## config.mk

```make
export PLATFORM = sky130hd
export DESIGN_NAME = hpsc_slot_regs
export DESIGN_NICKNAME = d
export VERILOG_FILES = /design/src/verilog/hpsc_pkg.sv /design/src/verilog/hpsc_slot_regs.sv
export SDC_FILE = /design/constraint.sdc
export NUM_CORES = 1
export LEC_CHECK = 0
export CORE_AREA = 2 2 67 69
export CTS_CLUSTER_DIAMETER = 150
export DETAILED_ROUTE_END_ITERATION = 16
export DIE_AREA = 0 0 69 71
export DONT_BUFFER_PORTS = 1
export GPL_ROUTABILITY_DRIVEN = 0
export PLACE_DENSITY = 0.72
export SETUP_SLACK_MARGIN = 0.3
export SLEW_MARGIN = 20
export SYNTH_ARGS = -nofsm -noshare
export SYNTH_HDL_FRONTEND = slang
export SYNTH_SLANG_ARGS = --single-unit
export TNS_END_PERCENT = 20
```

## constraint.sdc

```tcl
create_clock -name mclk -period 2 [get_ports mclk]
set_input_delay 0.4 -clock mclk [delete_from_list [all_inputs] [get_ports mclk]]
set_output_delay 0.4 -clock mclk [all_outputs]
set_load 0.03 [all_outputs]
```

## src/verilog/hpsc_pkg.sv

```systemverilog
// package: register map, field positions and reset values of the slot control/status word
`default_nettype none
package hpsc_pkg;
  localparam logic [11:0] SLOT_CTRL_STAT_OFS = 12'h0d8;
  // control half field positions
  localparam int CTL_BTN_EN      = 0;
  localparam int CTL_PFAULT_EN   = 1;
  localparam int CTL_LATCH_EN    = 2;
  localparam int CTL_PRES_EN     = 3;
  localparam int CTL_CMDDONE_EN  = 4;
  localparam int CTL_HP_INT_EN   = 5;
  localparam int CTL_ATTN_LO     = 6;
  localparam int CTL_PWRIND_LO   = 8;
  localparam int CTL_PWR_OFF     = 10;
  localparam int CTL_LOCK        = 11;
  localparam int CTL_DLL_EN      = 12;
  // status half field positions
  localparam int STS_BTN         = 16;
  localparam int STS_PFAULT      = 17;
  localparam int STS_LATCH_CHG   = 18;
  localparam int STS_PRES_CHG    = 19;
  localparam int STS_CMDDONE     = 20;
  localparam int STS_LATCH_OPEN  = 21;
  localparam int STS_PRESENT     = 22;
  localparam int STS_DLL_CHG     = 24;
  // reset values
  localparam logic [1:0] ATTN_RST    = 2'h3;
  localparam logic [1:0] PWRIND_RST  = 2'h1;
  // indicator encodings
  localparam logic [1:0] IND_RSVD    = 2'h0;
  localparam logic [1:0] IND_ON      = 2'h1;
  localparam logic [1:0] IND_BLINK   = 2'h2;
  localparam logic [1:0] IND_OFF     = 2'h3;
endpackage
`default_nettype wire

```

## src/verilog/hpsc_slot_regs.sv

```systemverilog
// slot control and slot status register word with apb slave and event flags
//
// Implementation choice: the APB slave port.
`default_nettype none
module hpsc_slot_regs
  import hpsc_pkg::*;
#(
  parameter int ADDR_W = 12
)
(
  input  wire logic              mclk,
  input  wire logic              sys_rst,
  input  wire logic              psel,
  input  wire logic              penable,
  input  wire logic              pwrite,
  input  wire logic [ADDR_W-1:0] paddr,
  input  wire logic [31:0]       pwdata,
  input  wire logic [3:0]        pstrb,
  output logic [31:0]            prdata,
  output logic                   pready,
  output logic                   pslverr,
  input  wire logic              slotImplemented,
  input  wire logic              linkActiveSupported,
  input  wire logic              buttonPress,
  input  wire logic              powerFault,
  input  wire logic              retentionLatchSensor,
  input  wire logic              presenceDetect,
  input  wire logic              commandDone,
  input  wire logic              linkActive,
  output logic                   hotplugIrq,
  output logic [1:0]             attnIndicator,
  output logic [1:0]             powerIndicator,
  output logic                   slotPowerOff,
  output logic                   electromechLock,
  output logic                   attnMsgSend,
  output logic                   powerMsgSend
);

  // the mapped offset needs at least eight address bits
  if (ADDR_W < 8 || ADDR_W > 32)
  begin : g_bad_addr_w
    $error("ADDR_W out of range");
  end

  // ----------------------------------------------------------------
  // input synchronisers
  // ----------------------------------------------------------------
  localparam int NIN = 7;
  logic [NIN-1:0] pinRaw;
  logic [NIN-1:0] syncA_r;
  logic [NIN-1:0] syncB_r;
  logic [NIN-1:0] syncC_r;
  assign pinRaw = {linkActive, commandDone, presenceDetect, retentionLatchSensor,
                   powerFault, buttonPress, slotImplemented};

  always_ff @(posedge mclk)
  begin
    if (sys_rst)
    begin
      syncA_r <= '0;
      syncB_r <= '0;
      syncC_r <= '0;
    end
    else
    begin
      syncA_r <= pinRaw;
      syncB_r <= syncA_r;
      syncC_r <= syncB_r;
    end
  end

  logic slotImpl;
  logic btnRise;
  logic faultRise;
  logic latchNow;
  logic latchChg;
  logic presNow;
  logic presChg;
  logic cmdRise;
  logic linkChg;
  assign slotImpl  = syncB_r[0];
  assign btnRise   = syncB_r[1] & ~syncC_r[1];
  assign faultRise = syncB_r[2] & ~syncC_r[2];
  assign latchNow  = syncB_r[3];
  assign latchChg  = syncB_r[3] ^ syncC_r[3];
  assign presNow   = syncB_r[4];
  assign presChg   = syncB_r[4] ^ syncC_r[4];
  assign cmdRise   = syncB_r[5] & ~syncC_r[5];
  assign linkChg   = syncB_r[6] ^ syncC_r[6];

  // ----------------------------------------------------------------
  // apb decode
  // ----------------------------------------------------------------
  logic hit;
  logic wrAcc;
  logic wrLo;
  logic wrHi;
  logic wrSt2;
  logic wrSt3;
  assign hit   = (paddr == ADDR_W'(SLOT_CTRL_STAT_OFS));
  // a write lands only at the edge where the master sees pready high
  assign wrAcc = psel & penable & pwrite & hit & pready;
  assign wrLo  = wrAcc & pstrb[0];
  assign wrHi  = wrAcc & pstrb[1];
  assign wrSt2 = wrAcc & pstrb[2];
  assign wrSt3 = wrAcc & pstrb[3];

  // ----------------------------------------------------------------
  // control half
  // ----------------------------------------------------------------
  logic [4:0] evtEn_r;
  logic       hpIntEn_r;
  logic       dllEn_r;

  always_ff @(posedge mclk)
  begin
    if (sys_rst)
    begin
      evtEn_r   <= '0;
      hpIntEn_r <= 1'b0;
    end
    else if (wrLo)
    begin
      evtEn_r   <= pwdata[CTL_CMDDONE_EN:CTL_BTN_EN];
      hpIntEn_r <= pwdata[CTL_HP_INT_EN];
    end
  end

  always_ff @(posedge mclk)
  begin
    if (sys_rst)
    begin
      attnIndicator <= ATTN_RST;
    end
    else if (wrLo)
    begin
      attnIndicator <= pwdata[CTL_ATTN_LO+:2];
    end
  end

  // lamp messages: one pulse per write touching the lane
  always_ff @(posedge mclk)
  begin
    if (sys_rst)
    begin
      attnMsgSend  <= 1'b0;
      powerMsgSend <= 1'b0;
    end
    else
    begin
      attnMsgSend  <= wrLo;
      powerMsgSend <= wrHi;
    end
  end

  always_ff @(posedge mclk)
  begin
    if (sys_rst)
    begin
      powerIndicator <= PWRIND_RST;
    end
    else if (wrHi)
    begin
      powerIndicator <= pwdata[CTL_PWRIND_LO+:2];
    end
  end

  always_ff @(posedge mclk)
  begin
    if (sys_rst)
    begin
      slotPowerOff    <= 1'b0;
      electromechLock <= 1'b0;
      dllEn_r         <= 1'b0;
    end
    else if (wrHi)
    begin
      slotPowerOff    <= pwdata[CTL_PWR_OFF];
      electromechLock <= pwdata[CTL_LOCK];
      dllEn_r         <= pwdata[CTL_DLL_EN] & linkActiveSupported;
    end
  end

  // ----------------------------------------------------------------
  // status flags: set wins over write-one-to-clear
  // ----------------------------------------------------------------
  logic btnSts_r;
  logic faultSts_r;
  logic latchSts_r;
  logic presSts_r;
  logic cmdSts_r;
  logic dllSts_r;
  logic latchState_r;
  logic presState_r;

  logic clrBtn;
  logic clrFault;
  logic clrPres;
  logic clrCmd;
  logic clrDll;
  assign clrBtn   = wrSt2 & pwdata[STS_BTN];
  assign clrFault = wrSt2 & pwdata[STS_PFAULT];
  assign clrPres  = wrSt2 & pwdata[STS_PRES_CHG];
  assign clrCmd   = wrSt2 & pwdata[STS_CMDDONE];
  assign clrDll   = wrSt3 & pwdata[STS_DLL_CHG];

  always_ff @(posedge mclk)
  begin
    if (sys_rst)
    begin
      btnSts_r <= 1'b0;
    end
    else
    begin
      btnSts_r <= btnRise | (btnSts_r & ~clrBtn);
    end
  end

  always_ff @(posedge mclk)
  begin
    if (sys_rst)
    begin
      faultSts_r <= 1'b0;
    end
    else
    begin
      faultSts_r <= faultRise | (faultSts_r & ~clrFault);
    end
  end

  // read-only: only reset clears the latch change flag
  always_ff @(posedge mclk)
  begin
    if (sys_rst)
    begin
      latchSts_r <= 1'b0;
    end
    else
    begin
      latchSts_r <= latchChg | latchSts_r;
    end
  end

  always_ff @(posedge mclk)
  begin
    if (sys_rst)
    begin
      presSts_r <= 1'b0;
    end
    else
    begin
      presSts_r <= presChg | (presSts_r & ~clrPres);
    end
  end

  always_ff @(posedge mclk)
  begin
    if (sys_rst)
    begin
      cmdSts_r <= 1'b0;
    end
    else
    begin
      cmdSts_r <= cmdRise | (cmdSts_r & ~clrCmd);
    end
  end

  always_ff @(posedge mclk)
  begin
    if (sys_rst)
    begin
      dllSts_r <= 1'b0;
    end
    else
    begin
      dllSts_r <= (linkChg & linkActiveSupported) | (dllSts_r & ~clrDll);
    end
  end

  always_ff @(posedge mclk)
  begin
    if (sys_rst)
    begin
      latchState_r <= 1'b0;
    end
    else
    begin
      latchState_r <= latchNow;
    end
  end

  always_ff @(posedge mclk)
  begin
    if (sys_rst)
    begin
      presState_r <= 1'b0;
    end
    else
    begin
      presState_r <= presNow | ~slotImpl;
    end
  end

  // ----------------------------------------------------------------
  // read data and interrupt
  // ----------------------------------------------------------------
  logic [31:0] rdWord;
  always_comb
  begin
    rdWord                       = '0;
    rdWord[CTL_CMDDONE_EN:0]     = evtEn_r;
    rdWord[CTL_HP_INT_EN]        = hpIntEn_r;
    rdWord[CTL_ATTN_LO+:2]       = attnIndicator;
    rdWord[CTL_PWRIND_LO+:2]     = powerIndicator;
    rdWord[CTL_PWR_OFF]          = slotPowerOff;
    rdWord[CTL_LOCK]             = electromechLock;
    rdWord[CTL_DLL_EN]           = dllEn_r;
    rdWord[STS_BTN]              = btnSts_r;
    rdWord[STS_PFAULT]           = faultSts_r;
    rdWord[STS_LATCH_CHG]        = latchSts_r;
    rdWord[STS_PRES_CHG]         = presSts_r;
    rdWord[STS_CMDDONE]          = cmdSts_r;
    rdWord[STS_LATCH_OPEN]       = latchState_r;
    rdWord[STS_PRESENT]          = presState_r;
    rdWord[STS_DLL_CHG]          = dllSts_r;
  end

  logic irqNxt;
  assign irqNxt = hpIntEn_r & ((btnSts_r & evtEn_r[CTL_BTN_EN])
                | (faultSts_r & evtEn_r[CTL_PFAULT_EN])
                | (latchSts_r & evtEn_r[CTL_LATCH_EN])
                | (presSts_r & evtEn_r[CTL_PRES_EN])
                | (cmdSts_r & evtEn_r[CTL_CMDDONE_EN])
                | (dllSts_r & dllEn_r));

  always_ff @(posedge mclk)
  begin
    if (sys_rst)
    begin
      hotplugIrq <= 1'b0;
    end
    else
    begin
      hotplugIrq <= irqNxt;
    end
  end

  // one wait state: pready rises in the second access cycle
  always_ff @(posedge mclk)
  begin
    if (sys_rst)
    begin
      pready <= 1'b0;
    end
    else
    begin
      pready <= psel & penable & ~pready;
    end
  end

  always_ff @(posedge mclk)
  begin
    if (sys_rst)
    begin
      pslverr <= 1'b0;
    end
    else
    begin
      pslverr <= psel & penable & ~pready & ~hit;
    end
  end

  always_ff @(posedge mclk)
  begin
    if (sys_rst)
    begin
      prdata <= '0;
    end
    else if (psel & penable & ~pready & ~pwrite & hit)
    begin
      prdata <= rdWord;
    end
    else
    begin
      prdata <= '0;
    end
  end

endmodule
`default_nettype wire

```

## Word level (Yosys, flattened, before mapping)

Index checks and enable logic that the tools add are counted.

| cells by class | value |
|---|---|
| bitwise gates (word level) | 62 |
| reduce and logical (&&, ||, !) cells | 1 |
| equal/unequal tests | 1 |

Operator list:

| kind | count |
|---|---|
| $and A1 B1 Y1 | 34 |
| $not A1 Y1 | 13 |
| $eq A12 B8 Y1 const B | 1 |
| $or A1 B1 Y1 | 12 |
| $xor A1 B1 Y1 | 3 |
| $reduce_or A2 Y1 | 1 |

| word-level totals | value |
|---|---|
| input bits | 61 |
| logic and storage cells | 89 |
| output and inout port bits | 43 |
| register bits after elaboration | 79 |

## Depth between registers and ports, before layout

Gate-level depths: netlist of run 1.

| logic depth | value |
|---|---|
| depth after elaboration | 9 |
| mapped depth | 5 |
| gate-level depth less buffers | 4 |

## Worst setup path before layout of run 1

No wires, ideal clock.

| timing | value |
|---|---|
| kind | input -> register |
| start point | in paddr[9] |
| end point | reg evtEn_r[0] |
| stages | 5 |
| arrival | 1851 ps |
| buffers on the path | 1 |
| path slack | 15 ps |
| library setup time | 134 ps |
| required time | 1866 ps |
| path through | or4_4 -> or4_4 -> buf_6 -> o21ai_1 -> a21oi_1 |

| between the ends | value |
|---|---|
| longest elaborated chain between the ends | 4 |

Ends and longest elaborated chain:

| what | line | source |
|---|---|---|
| start, declared | hpsc_slot_regs.sv:16 | `input wire logic [ADDR_W-1:0] paddr,` |
| $eq A12 B8 Y1 | hpsc_slot_regs.sv:100 | `assign hit = (paddr == ADDR_W'(SLOT_CTRL_STAT_OFS));` |
| $and A1 B1 Y1 (2 in series) | hpsc_slot_regs.sv:102 | `assign wrAcc = psel & penable & pwrite & hit & pready;` |
| $and A1 B1 Y1 | hpsc_slot_regs.sv:103 | `assign wrLo = wrAcc & pstrb[0];` |
| end signal, assigned | hpsc_slot_regs.sv:124 | `evtEn_r <= pwdata[CTL_CMDDONE_EN:CTL_BTN_EN];` |
| end, declared | hpsc_slot_regs.sv:111 | `logic [4:0] evtEn_r;` |

Every way passes these cells.
A chain may end at the register's enable or synchronous reset.

## Worst setup path in the final report of run 1

| timing | value |
|---|---|
| start point | in paddr[9] |
| end point | reg electromechLock |

| between the ends | value |
|---|---|
| longest elaborated chain between the ends | 4 |

Ends and longest elaborated chain:

| what | line | source |
|---|---|---|
| $eq A12 B8 Y1 | hpsc_slot_regs.sv:100 |  |
| $and A1 B1 Y1 (2 in series) | hpsc_slot_regs.sv:102 |  |
| $and A1 B1 Y1 | hpsc_slot_regs.sv:104 | `assign wrHi = wrAcc & pstrb[1];` |
| end signal, assigned | hpsc_slot_regs.sv:179 | `electromechLock <= pwdata[CTL_LOCK];` |
| end, declared | hpsc_slot_regs.sv:34 | `output logic electromechLock,` |

Every way passes these cells.

==> flow_metrics.env, run 1 <==
export IMPL_status="completed"
export IMPL_synth_area_um2=2240
export IMPL_period_share_pct=88.9
export IMPL_synth_seq_area_share_pct=59.1
export IMPL_dr_pass1_iters=4
export IMPL_syn_to_final_growth_pct=10.6
export IMPL_path_buf_inv=1
export IMPL_totalPowerFinal_w=0.00252
export IMPL_numCtsBuffers=9
export IMPL_ys_ff_latch=66
export IMPL_grt_max_degree=41
export IMPL_timing_rr_end="electromechLock"
export IMPL_synth_flop_cell="dfxtp_1"
export IMPL_fin_nets=282
export IMPL_ff2ff_path_depth=5
export IMPL_num_io_pins=104
export IMPL_reg2reg_from="pready"
export IMPL_slew_violations=0
export IMPL_cts_hold_buf=0
export IMPL_path_class="input port to flip-flop"
export IMPL_rsz0062_at_grt="true"
export IMPL_startpoint_type="input port"
export IMPL_synthArstFlopShare_pct=0
export IMPL_h_tree_depth=3
export IMPL_cts_path_max_buffers=2
export IMPL_via_per_inst=5.04
export IMPL_synth_compound_area_share_pct=8.84
export IMPL_min_period_ps=1780
export IMPL_crit_top_cell="or4_4"
export IMPL_hold_viol_final=0
export IMPL_power_density_nw_per_um2=1020
export IMPL_start_util_pct=53.2
export IMPL_worstPathCellList="or4_4, or4_4, buf_4, o21ai_1, a21oi_1"
export IMPL_detail_route_iter0_violations=57
export IMPL_vias=1400
export IMPL_cp_required_ps=2220
export IMPL_wire_per_inst_um=14.0
export IMPL_numPortBuffers=0
export IMPL_coreArea_um2=4200
export IMPL_synth_warning_count=0
export IMPL_routed_wl_um=3900
export IMPL_max_stage_delay_ps=660
export IMPL_placed_area_um2=2250
export IMPL_drive_above_1_share_pct=13.7
export IMPL_synth_top_family_by_area="simple AND/OR/NAND/NOR gates"
export IMPL_crit_path_max_fanout=12
export IMPL_cp_top_family="simple AND/OR/NAND/NOR gates"
export IMPL_antenna_found_initial=0
export IMPL_clk_latency_ps=330
export IMPL_tritoncts="done"
export IMPL_synth_xor_area_share_pct=1.18
export IMPL_startpoint="paddr[9]"
export IMPL_synth_mux_area_share_pct=0.448
export IMPL_r2r_slack_ps=390
export IMPL_fin_worst_skew_ps=4.74
export IMPL_cts_root_buf="clkbuf_8"
export IMPL_drv_cap=0
export IMPL_die_area_um2=4900
export IMPL_final_cell_area_um2=2470
export IMPL_endpoint="electromechLock"
export IMPL_drc=0
export IMPL_first_global_vias=1332
export IMPL_row_count=24
export IMPL_die_height_um=71
export IMPL_p_leak_nw=0.967
export IMPL_worstHoldPathCells=1
export IMPL_grt_overflow_total=0
export IMPL_synth_adder_area_share_pct=0
export IMPL_endpoint_kind="flip-flop"
export IMPL_hold_path_class="input port to flip-flop"
export IMPL_clock_sinks=66
export IMPL_setup_viol=0
export IMPL_critical_path_slowest_cell="or4_4"
export IMPL_cp_arrival_ps=2000
export IMPL_synth_simple_area_share_pct=22.8
export IMPL_hpwl_um=2700
export IMPL_syn_instance_count=213
export IMPL_syn_area_per_cell_um2=10.5
export IMPL_vdd_drop_max_mv=0.536
export IMPL_timing_fmax_ghz=0.562
export IMPL_die_w_um=69
export IMPL_synth_edf_count=0
export IMPL_worst_path_stages=5
export IMPL_diodes=0
export IMPL_grt_pass1_wl_um=6310
export IMPL_grtUsageTotal_pct=17.0
export IMPL_ys_types=32
export IMPL_path_clk_slew_ps=70
export IMPL_antenna_left=0
==> registers in the layout, indices dropped and copies added (netlist names), 2 cells and up <==
name / flops
prdata: 21
syncA_r: 7
syncB_r: 7
syncC_r: 6
evtEn_r: 5
attnIndicator: 2
powerIndicator: 2
==> repair_timing <==
item / CTS / global route
buffers inserted: 0 / 2
setup endpoints to repair: 4 / 8
pin swaps: 1 / 1
resized for setup: 0 / 1
==> cells by family after synthesis <==
kind of cell | Yosys count
AO/OA/AOI/OAI | 35
XOR/XNOR | 3
AND/OR/NAND/NOR | 80
other | 1
multiplexers | 1
flip-flops | 66
buffers and inverters | 27
==> cell usage in the layout (no fill, tap or decap), types with 2 or more instances in the layout <==
cell and n:
a21oi_1 15, a22oi_1 3, a32o_1 3, and2_1 22
buf_4 6, clkbuf_8 10, clkinvlp_4 3, conb_1 11
dfxtp_1 66, inv_1 7, nand2_1 5, nand3_1 13
nand4_1 2, nor2_1 6, nor2b_1 19, nor3_1 3
o21ai_0 5, o21ai_1 9, or4_4 2, xor2_1 2
==> final cells by class <==
type,count,area [um2]
fill,384,1730
sequential,66,1320
multi-input combinational,130,791
clock buffer,10,138
clock inverter,6,66.3
timing repair buffer,7,65.1
tap,52,65.1
inverter,7,26.3
==> per-layer routing <==
layer	up-vias	GRT usage, %	routed length, um
met5	-	0	0
met4	0	11.1	68
met3	6	6.70	340
met2	66	26.2	1850
met1	621	19.7	1640
li1	707	-	-
==> where the power goes <==
| group | internal (W) | switching [W] | leakage (nW) |
|---|---|---|---|
| sequential | 0.00134 | 0.0000134 | 0.537 |
| clock | 0.000608 | 0.000483 | 0.0945 |
| combinational | 0.0000235 | 0.0000479 | 0.336 |
| total | 0.00197 | 0.000544 | 0.967 |
==> worst register-to-register path, stage by stage (launching register included) <==
cell and delay (ps):
dfxtp_1 330, nand4_1 210, or4_4 580, buf_4 190, o21ai_1 110, a21oi_1 70
==> how the worst min path moves through the flow <==
stage                    start  slack, ps     endpoint
floorplan           syncB_r[0]        390  presState_r
global placement    syncB_r[0]        390  presState_r
detailed placement  syncB_r[0]        410  presState_r
CTS                    sys_rst        120   syncC_r[4]
global route           sys_rst        110   syncC_r[4]
finish                 sys_rst        130   syncA_r[5]
==> metrics by stage <==
stage / setup WS (ps) / utilization (%) / setup TNS, ps / hold slack (ps) / cells
floorplan: 14.8 / - / 0 / 389 / 223
global placement: -33.0 / 53.5 / -213 / 391 / 260
detailed placement: -67.6 / 53.5 / -418 / 408 / 260
CTS: 292 / 58.3 / 0 / 115 / 276
global route: 188 / 58.8 / 0 / 110 / 278
finish: 221 / 58.8 / 0 / 131 / 278
==> cells in the mapped netlist, types with 2 or more instances <==
master,n,area share (%)
o21ai_1,9,2.0
inv_1,7,1.2
o21ai_0,5,1.1
nand4_1,2,0.56
clkbuf_1,3,0.50
buf_6,3,1.5
xor2_1,2,0.78
buf_4,11,3.7
a32o_1,3,1.3
nand3_1,13,2.9
and2_1,22,6.2
nor3_1,3,0.67
dfxtp_1,66,59
nor2_1,6,1.0
a21oi_1,15,3.4
a22oi_1,3,1.0
or4_4,2,1.0
buf_2,2,0.45
nand2_1,5,0.84
nor2b_1,19,5.3
(Power assumes the default switching activity.)
==> run 2: changes to the inputs <==
CORE_AREA = 2 2 83 85   (was 2 2 67 69)
DIE_AREA = 0 0 85 87   (was 0 0 69 71)
PLACE_DENSITY = default   (was 0.72)
==> run 2 against run 1 <==
Maximum frequency up 5.3%. Clock-buffer cell count grew 2. Critical endpoint is now dllSts_r. Critical path type unchanged. Clock skew barely moved. Via count rose by 3.5%. Non-clock buffer count is 2 lower. Flip-flop and latch count unchanged. Largest cell class unchanged. Global-route usage decreased by 4.5 points.
==> flow_metrics.env, run 2 (synthesis results as in run 1) <==
export IMPL_status="completed"
export IMPL_crit_path_max_fanout=8
export IMPL_cp_arrival_ps=1910
export IMPL_antenna_left=0
export IMPL_wire_per_inst_um=15.3
export IMPL_num_io_pins=104
export IMPL_regMostFlops="prdata"
export IMPL_coreArea_um2=6570
export IMPL_diodes=0
export IMPL_start_util_pct=34.0
export IMPL_tns_ps=0
export IMPL_layout_setup_ws_ps=310
export IMPL_drv_cap=0
export IMPL_routed_wl_um=4660
export IMPL_clk_latency_ps=330
export IMPL_max_stage_delay_ps=650
export IMPL_first_global_vias=1411
export IMPL_die_height_um=87
export IMPL_p_leak_nw=0.963
export IMPL_die_area_um2=7400
export IMPL_power_density_nw_per_um2=1000
export IMPL_hold_path_class="input port to flip-flop"
export IMPL_fin_worst_skew_ps=4.69
export IMPL_vias=1449
export IMPL_final_cell_mix="dfxtp_1 (66), and2_1 (22), nor2b_1 (19)"
export IMPL_cp_required_ps=2220
export IMPL_slew_violations=0
export IMPL_drc=0
export IMPL_critical_path_slowest_cell="or4_4"
export IMPL_drive_above_1_share_pct=12.1
export IMPL_numPortBuffers=0
export IMPL_tritoncts="done"
export IMPL_row_count=30
export IMPL_path_clk_slew_ps=60
export IMPL_largest_reg_flops=21
export IMPL_fin_nets=281
export IMPL_vdd_drop_max_mv=0.526
export IMPL_worstHoldPathCells=1
export IMPL_rsz0062_at_grt="true"
export IMPL_worstPathCellList="or4_4, or4_4, o21ai_0, a21oi_1"
export IMPL_layout_commonest_cell="dfxtp_1"
export IMPL_grtUsageTotal_pct=12.5
export IMPL_dr_pass1_iters=4
export IMPL_hpwl_um=3050
export IMPL_via_per_inst=4.77
export IMPL_numCtsBuffers=9
export IMPL_h_tree_depth=3
export IMPL_cts_path_max_buffers=2
export IMPL_die_w_um=85
export IMPL_min_period_ps=1690
export IMPL_clock_sinks=66
export IMPL_endpoint_kind="flip-flop"
export IMPL_detail_route_iter0_violations=42
export IMPL_grt_max_degree=41
export IMPL_ff2ff_path_depth=4
export IMPL_antenna_found_initial=0
export IMPL_pre_cts_ws_ps=-63.7
export IMPL_dp_cells=288
export IMPL_hold_viol_final=0
export IMPL_path_class="input port to flip-flop"
export IMPL_period_share_pct=84.5
export IMPL_syn_to_final_growth_pct=11.1
export IMPL_cts_root_buf="clkbuf_8"
export IMPL_grt_pass1_wl_um=6950
export IMPL_fillerInstances=638
export IMPL_grt_overflow_total=0
export IMPL_post_cts_buffers=0
export IMPL_setup_viol=0
export IMPL_timing_fmax_ghz=0.592
export IMPL_finalNonFillerCells=304
export IMPL_reg_top3="prdata: 21 flops, syncA_r: 7 flops, syncB_r: 7 flops"
export IMPL_cts_hold_buf=0
export IMPL_startpoint_type="input port"
export IMPL_crit_top_cell="or4_4"
[run 2: cell count changes in the layout (fill, tap and decap cells not counted)]
| cell | change |
|---|---|
| or4_4 | +1 |
| clkinv_2 | +1 |
| clkinvlp_4 | -3 |
| buf_4 | -2 |
| o21ai_0 | -1 |
| o21ai_1 | +1 |
| clkbuf_1 | +2 |
| clkinv_4 | -1 |
[run 2: per-layer routing]
layer / global-route usage (%) / routed length, um / vias up
li1: - / - / 706
met1: 14.1 / 1880 / 663
met2: 19.3 / 2260 / 70
met3: 6.16 / 438 / 10
met4: 7.36 / 95 / 0
met5: 0 / 0 / -
[run 2: timing repair]
item                       in CTS  in global routing
pin swaps                       1                  1
resized for setup               0                  3
cloned                          0                  1
setup endpoints to repair       1                  7
[run 2: final timing paths]
check	slack [ps]	end	startpoint
worst max register to register	390	dllSts_r	pready
worst min register to register	400	presState_r	syncB_r[0]
worst max-delay path	310	dllSts_r	paddr[9]
worst min-delay path	140	syncA_r[0]	sys_rst
[run 2: layout make-up]
class | instances | area [um2] | share of cell area (%)
sequential | 66 | 1320 | 53.2
clock buffer | 12 | 145 | 5.84
clock inverter | 3 | 40.0 | 1.61
multi-input combinational | 131 | 802 | 32.3
inverter | 7 | 26.3 | 1.06
tap | 80 | 100 | 4.03
timing repair buffer | 5 | 50.0 | 2.01
[run 2: power by group]
part | internal, W | switching [W] | total, W
Sequential | 0.00134 | 0.0000137 | 0.00135
Combinational | 0.0000236 | 0.0000497 | 0.0000733
Clock | 0.000599 | 0.000460 | 0.00106
Total | 0.00196 | 0.000524 | 0.00249
[run 2: worst max-delay path: cells and delay by family]
kind	cells	cell delay [ps]
and+or+nand+nor	2	1240
AOI/OAI and AO/OA	2	280
[run 2: through the flow]
step	utilization (%)	total power, W	instance area, um2	hold slack [ps]
2_1_floorplan	-	0.00147	2270	389
3_3_place_gp	34.7	0.00145	2280	393
3_5_place_dp	34.7	0.00146	2280	392
4_1_cts	37.6	0.00251	2470	116
5_1_grt	37.8	0.00260	2480	106
6_report	37.8	0.00249	2480	139
